**config.mk**
```make
export PLATFORM = sky130hd
export DESIGN_NAME = spi_slave_select_sync
export DESIGN_NICKNAME = d
export VERILOG_FILES = /design/src/core/spi_slave_pkg.sv /design/src/core/pin_sync.sv /design/src/core/spi_slave_select_sync.sv
export VERILOG_INCLUDE_DIRS = /design/src /design/src/core
export SDC_FILE = /design/constraint.sdc
export NUM_CORES = 1
export LEC_CHECK = 0
export BUFFER_PORTS_ARGS = -buffer_cell sky130_fd_sc_hd__buf_2
export CAP_MARGIN = 20
export CORE_ASPECT_RATIO = 1.25
export CORE_MARGIN = 2
export CORE_UTILIZATION = 48
export DETAILED_ROUTE_END_ITERATION = 10
export GPL_TIMING_DRIVEN = 0
export PLACE_DENSITY = 0.72
export SKIP_LAST_GASP = 1
export SLEW_MARGIN = 20
export SYNTH_ARGS = -nofsm -noshare
export SYNTH_HDL_FRONTEND = slang
export SYNTH_SLANG_ARGS = --single-unit
```
**constraint.sdc**
```tcl
create_clock -name pclk -period 3.53 [get_ports pclk]
set_clock_uncertainty 0.05 [all_clocks]
set_input_delay 0.5295 -clock pclk [delete_from_list [all_inputs] [get_ports pclk]]
set_output_delay 0.5295 -clock pclk [all_outputs]
set_load 0.01 [all_outputs]
```
**src/core/spi_slave_map.svh**
```systemverilog
// Register offsets, field positions, reset values and timing counts of the serial port.
`ifndef SPI_SLAVE_MAP_SVH
`define SPI_SLAVE_MAP_SVH

// Register byte addresses on the APB bus.
`define SPI_ADDR_W 12
`define SPI_OFF_BUF 12'h000
`define SPI_OFF_CON1 12'h004
`define SPI_OFF_CON3 12'h008
`define SPI_OFF_STAT 12'h00c
`define SPI_OFF_IRQ_ST 12'h010
`define SPI_OFF_IRQ_MASK 12'h014

// Field positions in port_control_one.
`define SPI_CON1_WRITE_COLLISION_FLAG 7
`define SPI_CON1_OV 6
`define SPI_CON1_EN 5
`define SPI_CON1_CKP 4

// Field positions in port_control_three and port_status.
`define SPI_CON3_BOEN 4
`define SPI_STAT_SMP 7
`define SPI_STAT_CKE 6
`define SPI_STAT_BF 0

// Bit positions in the interrupt status and mask registers.
`define SPI_IRQ_DONE 0
`define SPI_IRQ_WRITE_COLLISION_FLAG 1
`define SPI_IRQ_OVF 2

// Port mode encodings.
`define SPI_MODE_MASTER 4'h0
`define SPI_MODE_SLAVE_SS 4'h4
`define SPI_MODE_SLAVE_NOSS 4'h5

// Reset values.
`define SPI_RST_BYTE 8'h00
`define SPI_RST_MODE 4'h0
`define SPI_IRQ_RST 3'h0

// Master clock half period in pclk cycles, and toggles in one byte.
`define SPI_MASTER_HALF 4'h2
`define SPI_MASTER_TOGGLES 5'h10
`define SPI_LAST_BIT 3'h7

`endif

```
**src/core/spi_slave_pkg.sv**
```systemverilog
// Types shared by the serial port design.
package spi_slave_pkg;

	// Activity of the shift logic, one-hot.
	typedef enum logic [2:0]
	{
		LINK_IDLE = 3'b001,
		LINK_SLAVE = 3'b010,
		LINK_MASTER = 3'b100
	} link_state_t;

	// One data byte.
	typedef logic [7:0] byte_t;

endpackage : spi_slave_pkg

```
**src/core/pin_sync.sv**
```systemverilog
// Three-stage synchroniser with agreement filter for pin inputs.
module pin_sync #(
	parameter int W = 3,
	parameter logic [W-1:0] RST = '0
) (
	// Clock and reset.
	input wire logic pclk,
	input wire logic presetn,
	// Raw pins and their filtered levels.
	input wire logic [W-1:0] pin_raw,
	output logic [W-1:0] pin_lvl
);

	genvar i;

	generate
		for (i = 0; i < W; i++)
		begin : g_bit
			logic s1_q;
			logic s2_q;
			logic s3_q;
			logic lvl_q;
			logic lvl_d;

			// The level follows once the second and third stages agree.
			always_comb
			begin
				lvl_d = (s2_q == s3_q) ? s3_q : lvl_q;
			end

			// The first stage feeds only the second stage.
			always_ff @(posedge pclk or negedge presetn)
			begin
				if (!presetn)
				begin
					s1_q <= RST[i];
					s2_q <= RST[i];
					s3_q <= RST[i];
					lvl_q <= RST[i];
				end
				else
				begin
					s1_q <= pin_raw[i];
					s2_q <= s1_q;
					s3_q <= s2_q;
					lvl_q <= lvl_d;
				end
			end

			assign pin_lvl[i] = lvl_q;
		end
	endgenerate

endmodule : pin_sync

```
**src/core/spi_slave_select_sync.sv**
```systemverilog
// Synchronous serial port in SPI mode with slave select synchronisation and APB registers.
//
// What this block does
// - While slave select is low in slave-with-select mode, shifting runs and SDO is driven.
// - When slave select rises, SDO stops being driven at once, even in the middle of a byte.
// - Slave-with-select operation is active only when the mode field equals 4'h4.
// - In slave-with-select mode the serial logic is held in reset while slave select is high.
// - A serial reset forces the bit counter to zero; select high or a cleared enable causes it.
// - In master mode Sleep freezes the transfer, which resumes where it stopped on wake.
// - In slave mode the shift register runs from SCK alone, so bytes arrive during Sleep.
// - Data shifts MSB first; after eight bits the byte enters the buffer unless it is still full with BOEN clear, and flags are set.
// - A buffer write during a transfer is dropped and sets a collision flag cleared by software.
// - The clock idle polarity bit sets the SCK idle level, which the master holds beforehand.
//
// The APB interface to the registers and the placing of the registers were left to the implementer.
`include "spi_slave_map.svh"

module spi_slave_select_sync (
	// Clock and reset.
	input wire logic pclk,
	input wire logic presetn,
	// APB slave.
	input wire logic psel,
	input wire logic penable,
	input wire logic pwrite,
	input wire logic [`SPI_ADDR_W-1:0] paddr,
	input wire logic [31:0] pwdata,
	output logic [31:0] prdata,
	output logic pready,
	output logic pslverr,
	// Serial pins.
	input wire logic sck_in,
	output logic sck_out,
	output logic sck_oe,
	input wire logic sdi,
	output logic sdo_out,
	output logic sdo_oe,
	input wire logic ss_n_in,
	// Power state and interrupt.
	input wire logic sleep,
	output logic irq,
	output logic wake
);

	// Filtered pin levels: bit 2 select, bit 1 data in, bit 0 clock.
	logic [2:0] pin_lvl;
	logic ss_lvl;
	logic sdi_lvl;
	logic sck_lvl;

	// Configuration and status registers.
	logic en_q, en_d;
	logic ckp_q, ckp_d;
	logic [3:0] mode_q, mode_d;
	logic write_collision_flag_q, write_collision_flag_d;
	logic ov_q, ov_d;
	logic boen_q, boen_d;
	logic smp_q, smp_d;
	logic cke_q, cke_d;
	logic bf_q, bf_d;
	spi_slave_pkg::byte_t buf_q, buf_d;
	logic [2:0] irq_st_q, irq_st_d;
	logic [2:0] irq_mask_q, irq_mask_d;
	logic irq_q, irq_d;
	logic [31:0] prdata_q, prdata_d;

	// Shift engine registers.
	spi_slave_pkg::link_state_t state_q, state_d;
	spi_slave_pkg::byte_t tx_q, tx_d;
	spi_slave_pkg::byte_t rx_q, rx_d;
	logic [2:0] cnt_q, cnt_d;
	logic [3:0] div_q, div_d;
	logic [4:0] tog_q, tog_d;
	logic msck_q, msck_d;
	logic act_prev_q, act_prev_d;
	logic drive_q, drive_d;

	// Combinational helpers.
	logic wr_acc;
	logic rd_acc;
	logic ser_rst;
	logic busy;
	logic act;
	logic lead;
	logic trail;
	logic samp_edge;
	logic shift_edge;
	logic running;
	logic byte_done;
	logic [2:0] irq_evt;
	spi_slave_pkg::byte_t rx_next;

	// True for either slave mode encoding.
	function automatic logic is_slave(input logic [3:0] mode);
		is_slave = (mode == `SPI_MODE_SLAVE_SS) || (mode == `SPI_MODE_SLAVE_NOSS);
	endfunction : is_slave

	// True when an address hits a mapped register.
	function automatic logic is_mapped(input logic [`SPI_ADDR_W-1:0] addr);
		is_mapped = (addr == `SPI_OFF_BUF) || (addr == `SPI_OFF_CON1) ||
			(addr == `SPI_OFF_CON3) || (addr == `SPI_OFF_STAT) ||
			(addr == `SPI_OFF_IRQ_ST) || (addr == `SPI_OFF_IRQ_MASK);
	endfunction : is_mapped

	// Pins from outside the pclk domain; select idles high.
	pin_sync #(
		.W(3),
		.RST(3'h4)
	) u_pin_sync (
		.pclk(pclk),
		.presetn(presetn),
		.pin_raw({ss_n_in, sdi, sck_in}),
		.pin_lvl(pin_lvl)
	);

	assign ss_lvl = pin_lvl[2];
	assign sdi_lvl = pin_lvl[1];
	assign sck_lvl = pin_lvl[0];

	// Bus phases: every transfer answers in its first access cycle.
	assign wr_acc = psel && penable && pwrite;
	assign rd_acc = psel && penable && !pwrite;
	assign pready = 1'b1;
	assign pslverr = psel && penable && !is_mapped(paddr);
	assign prdata = prdata_q;

	// Serial reset from select high or a cleared enable.
	assign ser_rst = !en_q || ((mode_q == `SPI_MODE_SLAVE_SS) && ss_lvl);
	assign busy = (state_q != spi_slave_pkg::LINK_IDLE);
	assign running = en_q && !ser_rst &&
		(is_slave(mode_q) || (state_q == spi_slave_pkg::LINK_MASTER));

	// Active clock phase relative to the idle level; master uses its own clock.
	assign act = ((mode_q == `SPI_MODE_MASTER) ? msck_q : (sck_lvl ^ ckp_q));
	assign lead = act && !act_prev_q;
	assign trail = !act && act_prev_q;
	assign samp_edge = running && (cke_q ? lead : trail);
	assign shift_edge = running && (cke_q ? trail : lead);
	assign rx_next = {rx_q[6:0], sdi_lvl};
	assign byte_done = samp_edge && (cnt_q == `SPI_LAST_BIT);

	// Pin drivers; select high releases SDO without waiting for the synchroniser.
	assign sck_out = msck_q ^ ckp_q;
	assign sck_oe = en_q && (mode_q == `SPI_MODE_MASTER);
	assign sdo_out = tx_q[7];
	assign sdo_oe = drive_q && !((mode_q == `SPI_MODE_SLAVE_SS) && ss_n_in);
	assign irq = irq_q;
	assign wake = irq_q;

	// Next values of registers, shift engine and interrupt logic.
	always_comb
	begin
		en_d = en_q;
		ckp_d = ckp_q;
		mode_d = mode_q;
		write_collision_flag_d = write_collision_flag_q;
		ov_d = ov_q;
		boen_d = boen_q;
		smp_d = smp_q;
		cke_d = cke_q;
		bf_d = bf_q;
		buf_d = buf_q;
		irq_st_d = irq_st_q;
		irq_mask_d = irq_mask_q;
		prdata_d = prdata_q;
		state_d = state_q;
		tx_d = tx_q;
		rx_d = rx_q;
		cnt_d = cnt_q;
		div_d = div_q;
		tog_d = tog_q;
		msck_d = msck_q;
		act_prev_d = act;
		irq_evt = `SPI_IRQ_RST;

		// Read data is captured in the setup cycle.
		if (psel && !penable && !pwrite)
		begin
			case (paddr)
				`SPI_OFF_BUF: prdata_d = {24'h000000, buf_q};
				`SPI_OFF_CON1: prdata_d = {24'h000000, write_collision_flag_q, ov_q, en_q, ckp_q, mode_q};
				`SPI_OFF_CON3: prdata_d = {27'h0000000, boen_q, 4'h0};
				`SPI_OFF_STAT: prdata_d = {24'h000000, smp_q, cke_q, 5'h00, bf_q};
				`SPI_OFF_IRQ_ST: prdata_d = {29'h00000000, irq_st_q};
				`SPI_OFF_IRQ_MASK: prdata_d = {29'h00000000, irq_mask_q};
				default: prdata_d = 32'h00000000;
			endcase
		end

		// Read side effects take place at the access edge.
		if (rd_acc && (paddr == `SPI_OFF_BUF))
		begin
			bf_d = 1'b0;
		end
		if (rd_acc && (paddr == `SPI_OFF_IRQ_ST))
		begin
			irq_st_d = `SPI_IRQ_RST;
		end

		// Register writes; the collision and overflow flags are only cleared by writing zero.
		if (wr_acc)
		begin
			case (paddr)
				`SPI_OFF_BUF:
				begin
					if (busy || (cnt_q != 3'h0))
					begin
						irq_evt[`SPI_IRQ_WRITE_COLLISION_FLAG] = 1'b1;
					end
					else
					begin
						buf_d = pwdata[7:0];
						tx_d = pwdata[7:0];
						if (en_q && (mode_q == `SPI_MODE_MASTER))
						begin
							state_d = spi_slave_pkg::LINK_MASTER;
							div_d = 4'h0;
							tog_d = 5'h00;
						end
					end
				end
				`SPI_OFF_CON1:
				begin
					write_collision_flag_d = write_collision_flag_q && pwdata[`SPI_CON1_WRITE_COLLISION_FLAG];
					ov_d = ov_q && pwdata[`SPI_CON1_OV];
					en_d = pwdata[`SPI_CON1_EN];
					ckp_d = pwdata[`SPI_CON1_CKP];
					mode_d = pwdata[3:0];
				end
				`SPI_OFF_CON3: boen_d = pwdata[`SPI_CON3_BOEN];
				`SPI_OFF_STAT:
				begin
					smp_d = pwdata[`SPI_STAT_SMP];
					cke_d = pwdata[`SPI_STAT_CKE];
				end
				`SPI_OFF_IRQ_MASK: irq_mask_d = pwdata[2:0];
				default: irq_mask_d = irq_mask_q;
			endcase
		end

		// Master divider, frozen by Sleep; busy lasts a cycle past the last toggle so it is sampled.
		if ((state_q == spi_slave_pkg::LINK_MASTER) && !sleep)
		begin
			if (tog_q == `SPI_MASTER_TOGGLES)
			begin
				state_d = spi_slave_pkg::LINK_IDLE;
			end
			else if (div_q == (`SPI_MASTER_HALF - 4'h1))
			begin
				div_d = 4'h0;
				msck_d = !msck_q;
				tog_d = tog_q + 5'h01;
			end
			else
			begin
				div_d = div_q + 4'h1;
			end
		end

		// Output shifts after the first sample of a byte, MSB first.
		if (shift_edge && (cnt_q != 3'h0))
		begin
			tx_d = {tx_q[6:0], 1'b0};
		end

		// Input sampling and byte completion, driven by clock edges only.
		if (samp_edge)
		begin
			rx_d = rx_next;
			cnt_d = cnt_q + 3'h1;
			if (is_slave(mode_q))
			begin
				state_d = spi_slave_pkg::LINK_SLAVE;
			end
			if (byte_done)
			begin
				irq_evt[`SPI_IRQ_DONE] = 1'b1;
				if (is_slave(mode_q))
				begin
					state_d = spi_slave_pkg::LINK_IDLE;
				end
				if (bf_q && !boen_q)
				begin
					irq_evt[`SPI_IRQ_OVF] = 1'b1;
				end
				else
				begin
					buf_d = rx_next;
					bf_d = 1'b1;
				end
			end
		end

		// Serial reset realigns the bit counter and drops any partial byte.
		if (ser_rst)
		begin
			cnt_d = 3'h0;
			rx_d = `SPI_RST_BYTE;
			if (!en_q || (state_q == spi_slave_pkg::LINK_SLAVE))
			begin
				state_d = spi_slave_pkg::LINK_IDLE;
			end
			if (!en_q)
			begin
				msck_d = 1'b0;
				div_d = 4'h0;
				tog_d = 5'h00;
			end
		end

		// Hardware events win over clears in the same cycle.
		if (irq_evt[`SPI_IRQ_WRITE_COLLISION_FLAG])
		begin
			write_collision_flag_d = 1'b1;
		end
		if (irq_evt[`SPI_IRQ_OVF])
		begin
			ov_d = 1'b1;
		end
		irq_st_d = irq_st_d | irq_evt;
		irq_d = |(irq_st_d & irq_mask_d);
	end

	// SDO drive enable follows the enabled mode.
	always_comb
	begin
		drive_d = en_d && (is_slave(mode_d) || (mode_d == `SPI_MODE_MASTER));
	end

	// State registers.
	always_ff @(posedge pclk or negedge presetn)
	begin
		if (!presetn)
		begin
			en_q <= 1'b0;
			ckp_q <= 1'b0;
			mode_q <= `SPI_RST_MODE;
			write_collision_flag_q <= 1'b0;
			ov_q <= 1'b0;
			boen_q <= 1'b0;
			smp_q <= 1'b0;
			cke_q <= 1'b0;
			bf_q <= 1'b0;
			buf_q <= `SPI_RST_BYTE;
			irq_st_q <= `SPI_IRQ_RST;
			irq_mask_q <= `SPI_IRQ_RST;
			irq_q <= 1'b0;
			prdata_q <= 32'h00000000;
			state_q <= spi_slave_pkg::LINK_IDLE;
			tx_q <= `SPI_RST_BYTE;
			rx_q <= `SPI_RST_BYTE;
			cnt_q <= 3'h0;
			div_q <= 4'h0;
			tog_q <= 5'h00;
			msck_q <= 1'b0;
			act_prev_q <= 1'b0;
			drive_q <= 1'b0;
		end
		else
		begin
			en_q <= en_d;
			ckp_q <= ckp_d;
			mode_q <= mode_d;
			write_collision_flag_q <= write_collision_flag_d;
			ov_q <= ov_d;
			boen_q <= boen_d;
			smp_q <= smp_d;
			cke_q <= cke_d;
			bf_q <= bf_d;
			buf_q <= buf_d;
			irq_st_q <= irq_st_d;
			irq_mask_q <= irq_mask_d;
			irq_q <= irq_d;
			prdata_q <= prdata_d;
			state_q <= state_d;
			tx_q <= tx_d;
			rx_q <= rx_d;
			cnt_q <= cnt_d;
			div_q <= div_d;
			tog_q <= tog_d;
			msck_q <= msck_d;
			act_prev_q <= act_prev_d;
			drive_q <= drive_d;
		end
	end

endmodule : spi_slave_select_sync

```
# [After elaboration in Yosys (flattened, before gate mapping)]
# Index checks and enable logic that the tools add are counted.
[op_classes] reduce_logical=66 mux=78 bitwise_logic=4 addsub=3 eq_ne=19
[op_table] cell="$mux 8" n=10
[op_table] cell="$mux 3" n=17
[op_table] cell="$pmux 8 s6" n=1
[op_table] cell="$mux 5" n=9
[op_table] cell="$mux 4" n=11
[op_table] cell="$mux 1" n=28
[op_table] cell="$logic_and 1x1->1" n=25
[op_table] cell="$eq 12x4->1 const B" n=2
[op_table] cell="$eq 12x5->1 const B" n=2
[op_table] cell="$eq 4x3->1 const B" n=4
[op_table] cell="$mux 7" n=2
[op_table] cell="$reduce_bool 2->1" n=7
[op_table] cell="$eq 12x3->1 const B" n=1
[op_table] cell="$logic_not 12->1" n=1
[op_table] cell="$logic_or 1x1->1" n=12
[op_table] cell="$logic_not 1->1" n=11
[op_table] cell="$reduce_and 2->1" n=5
[op_table] cell="$logic_not 4->1" n=2
[op_table] cell="$eq 3x3->1 const B" n=2
[op_table] cell="$add 5x1->5 const B" n=1
[op_table] cell="$eq 5x5->1 const B" n=1
[op_table] cell="$add 4x1->4 const B" n=1
[op_table] cell="$eq 4x1->1 const B" n=1
[op_table] cell="$add 3x1->3 const B" n=1
[op_table] cell="10 further kinds" n=13
[word_totals] register_bits=104 wordCells=205 in_bits=53

# [Depth between registers and ports, before layout]
[depth] depth_word=14 ltp_mapped=8

# [Cells and area by module]
# A second synthesis with hierarchy kept.
[hier_totals] hier_cells=393 hier_area_um2=4006.3
[by_module_without_submodules] module="spi_slave_select_sync" seq_area_each_um2=1702.9 n_inst=1 cells_per_inst=375 area_per_inst_um2=3644.7
[by_module_without_submodules] module="pin_sync" seq_area_each_um2=305.3 n_inst=1 cells_per_inst=18 area_per_inst_um2=361.6

# [Worst setup path before layout]
# No wires, ideal clock.
[synth_path] kind="input port to flip-flop" startpoint="input paddr[4]" endpoint="register buf_q[1]" arrival_ps=2257 path_buffers=2 required_time_ps=3355 setup_ps=125 cell_stages=7 path_slack_ps=1098 cell_sequence="clkbuf_1 -> nor4_1 -> and3_1 -> nand3_1 -> clkbuf_1 -> mux2_1 -> mux2_2"
[synth_via] elab_chain_len=6
[synth_rtl] item="from (decl)" line="spi_slave_select_sync.sv:26" source="input wire logic [`SPI_ADDR_W-1:0] paddr,"
[synth_rtl] item="$logic_not 12->1 *" line="spi_slave_select_sync.sv:203" source="case (paddr)"
[synth_rtl] item="$mux 8 *" line="spi_slave_select_sync.sv:203"
[synth_rtl] item="$mux 8 *" line="spi_slave_select_sync.sv:201" source="if (wr_acc)"
[synth_rtl] item="$mux 8" line="spi_slave_select_sync.sv:282" source="if (bf_q && !boen_q)"
[synth_rtl] item="$mux 8" line="spi_slave_select_sync.sv:275" source="if (byte_done)"
[synth_rtl] item="$mux 8 *" line="spi_slave_select_sync.sv:267" source="if (samp_edge)"
[synth_rtl] item="named net buf_d[1]" line="spi_slave_select_sync.sv:61" source="spi_slave_pkg::byte_t buf_q, buf_d;"
[synth_rtl] item="to (signal assigned)" line="spi_slave_select_sync.sv:344" source="buf_q <= `SPI_RST_BYTE;"
[synth_rtl] item="to (signal assigned)" line="spi_slave_select_sync.sv:370" source="buf_q <= buf_d;"
[synth_rtl] item="to (decl)" line="spi_slave_select_sync.sv:61"
# The timed path passes the listed nets; every way through them passes the cells marked *.
# A chain may end at the register's enable or synchronous reset.

# [Final worst setup path]
[layout_path] startpoint="register cnt_q[0]" endpoint="register buf_q[1]"
[layout_via] elab_chain_len=8 word_cells_on_any_way=10
[layout_rtl] item="from (decl)" line="spi_slave_select_sync.sv:71" source="logic [2:0] cnt_q, cnt_d;"
[layout_rtl] item="from (signal assigned)" line="spi_slave_select_sync.sv:378" source="cnt_q <= cnt_d;"
[layout_rtl] item="$reduce_bool 3->1" line="spi_slave_select_sync.sv:206" source="if (busy || (cnt_q != 3'h0))"
[layout_rtl] item="$logic_or 1x1->1" line="spi_slave_select_sync.sv:206"
[layout_rtl] item="$mux 8" line="spi_slave_select_sync.sv:206"
[layout_rtl] item="$mux 8" line="spi_slave_select_sync.sv:203"
[layout_rtl] item="$mux 8" line="spi_slave_select_sync.sv:201"
[layout_rtl] item="$mux 8" line="spi_slave_select_sync.sv:282"
[layout_rtl] item="$mux 8" line="spi_slave_select_sync.sv:275"
[layout_rtl] item="$mux 8 *" line="spi_slave_select_sync.sv:267"
[layout_rtl] item="named net buf_d[1]" line="spi_slave_select_sync.sv:61"
# Marks and branches as above.

==> results.yml <==
run_status:
  status: "completed"
sta:
  tns_ns: 0
  relSlewSlack_pct: 53.35
  worst_pin_slew_ns: 0.6900
  rsz0062_at_grt: "false"
  max_freq_mhz: 354.8
  finalHoldViolCount: 0
  whs_ns: 0.09581
  min_period_ns: 2.819
  fin_crit_sh_pct: 79.85
  setup_viol: 0
  slew_viol_final: 0
synthesis:
  avgSynthCellArea_um2: 11.38
  synth.top_cells.by_area: "dfrtp_1 (46%), mux2_2 (11%), buf_4 (4.8%)"
  synth_area_mm2: 0.004061
  synth_top_area_cell: "dfrtp_1"
  synth_cells: 357
  synth_cell_types: 60
  ys_seq_area_share_pct: 49.45
  ys_async_sr_fraction_pct: 100.0
  yosysTopAreaCellShare_pct: 46.21
  yosys_register_bits: 80
  yosysWarningCount: 0
  ys.flop_type: "dfrtp_1"
  synth_enable_flop_cells: 0
critical_path:
  cp_max_fo: 10
  cp.arrival_ns: 3.02
  reg2reg_setup_slack_ns: 0.71
  reg2regPathDepth: 8
  worst_setup_path_end_kind: "flip-flop"
  r2r-start: "cnt_q[0]$_DFFE_PN0P_"
  r2r-end: "buf_q[1]$_DFF_PN0_"
  required_ns: 3.73
  crit_type: "flip-flop to flip-flop"
  critPathLaunchType: "flip-flop"
job:
  drv_cap: 0
cells_and_area:
  multi_input_area_mm2: 0.001838
  diodes: 0
  postLayoutCellArea_mm2: 0.004696
  seq_area_mm2: 0.002008
  instances_no_fill: 535
  drive_gt1_share_pct: 32.42
  area_delta_synth_final_pct: 15.62
  nets: 491
  n_fill_cell: 715
detailed_routing:
  drc_errors: 0
  vias_per_cell: 5.344
  drt_iter0_drc: 156
  drt-pass1-iter-count: 4
  vias: 2859
  finalWirelength_mm: 8.378
  wl_per_cell_um: 15.66
  ant_nets: 0
cts:
  clockBufferDepth: 2
  cts-hold-fix-buffers: 0
  clk_pin_slew_ns: 0.08
  clk_latency_ns: 0.36
  cts_buffers: 9
  root_buffer: "clkbuf_8"
  cts_tree: "done"
  post-cts-setup-buffers: 0
  cts_resized: 0
  cts.sinks: 80
  cts-htree-levels: 3
die:
  die_y_um: 106.8
  start_util_pct: 49.29
  rows: 37
  die_area_mm2: 0.009218
  chipWidth_um: 86.28
  core_area_mm2: 0.008240
  ioPinCount: 93
place:
  placed_area_mm2: 0.004497
  gp_congestion: 0.8154
  dp.cells: 519
  port_buffers: 41
  dpl.hpwl_mm: 6.364
pwr:
  p_leak_nw: 2.395
  p_seq_share_pct: 54.6
  internal_power_mw: 1.332
  pwr_density_cell_mw_per_mm2: 363.9
  p_sw_share_pct: 22.02
  irDropWorstVdd_uv: 302.5
  p_comb_share_pct: 5.8
  clockPowerShare_pct: 39.5
  switching_power_mw: 0.3763
grt:
  grt_antenna_before_repair: 0
  grt.overflow.total: 0
  grt_pass1_vias: 2787
  grt_max_degree: 42
  grt_usage_pct: 19.61
  grt_pass1_wl_mm: 13.67
min_path:
  hp-class: "primary input to asynchronous set/reset pin"
==> metrics by stage <==
| step | total power [mW] | setup WS [ns] | utilization (%) |
|---|---|---|---|
| floorplan | 1.001 | 1.098 | - |
| global placement | 1.047 | 0.7281 | 54.30 |
| detailed placement | 1.051 | 0.6891 | 54.57 |
| CTS | 1.728 | 0.6922 | 56.98 |
| global route | 1.778 | 0.6206 | 56.98 |
| finish | 1.709 | 0.7111 | 56.98 |
==> flip-flops by register name, summed over array words and instances, names as in the netlist, 4 cells and up <==
name    count
buf_q       8
prdata      8
tx_q        8
rx_q        7
tog_q       5
div_q       4
mode_q      4
==> logic make-up after synthesis <==
kind of cell	share of synthesized area (%)
AO/OA/AOI/OAI	9.366
multiplexers	15.50
other	0.1849
buffers and inverters	7.424
flip-flops	49.45
AND/OR/NAND/NOR	13.86
XOR/XNOR	1.941
adder cells (fa/ha/maj)	2.280
==> cell usage after synthesis, drive strengths merged (8+ instances only) <==
cell type / count
a32o: 10
buf: 29
clkbuf: 8
dfrtp: 75
inv: 15
mux2: 41
mux2i: 10
nand2: 24
nand3: 10
nor2: 23
o21ai: 12
==> critical path, stage by stage (launching register included) <==
cell      delay (ns)
dfrtp_1         0.41
inv_1           0.07
ha_1            0.13
nand2b_1        0.10
nor4b_1         0.60
nand3_1         0.36
clkbuf_1        0.36
mux2_1          0.38
mux2_2          0.26
==> placed cells by master, fill, tap and decap left out, types with 3 or more instances in the layout <==
cell      netlist  final
ha_1            5      5
a21oi_1         5      5
mux4_2          3      3
nor4b_1         3      3
nor3_1          4      4
o211ai_1        3      3
buf_2           1     41
nand2_1        24     24
o41ai_1         3      3
a21boi_1        3      3
clkbuf_8        0     11
inv_1          15     15
a32o_1         10     10
and2_1          5      5
nand4_1         4      4
mux2i_1        10     10
conb_1          2     25
maj3_1          3      3
mux2_2         40     40
nor2b_1         5      5
xor2_1          5      5
buf_4          26     27
xnor2_1         4      4
nor2_1         23     23
o21ai_0        10     10
and3_1          3      3
nand3_1        10     10
clkbuf_1        8     10
dfrtp_1        75     75
dfstp_2         5      5
==> how the worst max path moves through the flow <==
stage / start / endpoint / cells past startpoint
after detailed placement: cnt_q[0]$_DFFE_PN0P_ / buf_q[1]$_DFF_PN0_ / 8
final: cnt_q[0]$_DFFE_PN0P_ / buf_q[1]$_DFF_PN0_ / 8
after global placement: cnt_q[0]$_DFFE_PN0P_ / buf_q[1]$_DFF_PN0_ / 8
after global routing: cnt_q[0]$_DFFE_PN0P_ / buf_q[1]$_DFF_PN0_ / 8
after CTS: cnt_q[0]$_DFFE_PN0P_ / buf_q[1]$_DFF_PN0_ / 8
after floorplan: paddr[4] / buf_q[1]$_DFF_PN0_ / 7
==> power groups by stage <==
stage | logic [mW] | clock network [mW] | registers [mW]
2_1_floorplan | 0.0525 | 0 | 0.949
3_3_place_gp | 0.0961 | 0 | 0.951
3_5_place_dp | 0.100 | 0 | 0.951
4_1_cts | 0.101 | 0.694 | 0.933
5_1_grt | 0.113 | 0.730 | 0.934
6_report | 0.0998 | 0.675 | 0.933
==> area by class of cell <==
type | instances | share of cell area (%)
well taps | 97 | 2.585
plain buffers | 37 | 5.222
clock inverters | 3 | 0.8527
clock buffers | 13 | 3.384
flip-flops and latches | 80 | 42.77
repair buffers | 42 | 4.849
inverters | 15 | 1.199
multi-input cells | 248 | 39.14
==> metal layers <==
metal	up-vias	part of all wire (%)	global-route usage [%]
met1	1395	42	24.16
met4	0	3.0	9.933
met2	68	50	32.39
li1	1383	-	-
met3	13	4.8	4.157
met5	-	0	0
No activity file was read; power rests on OpenSTA's default activity.
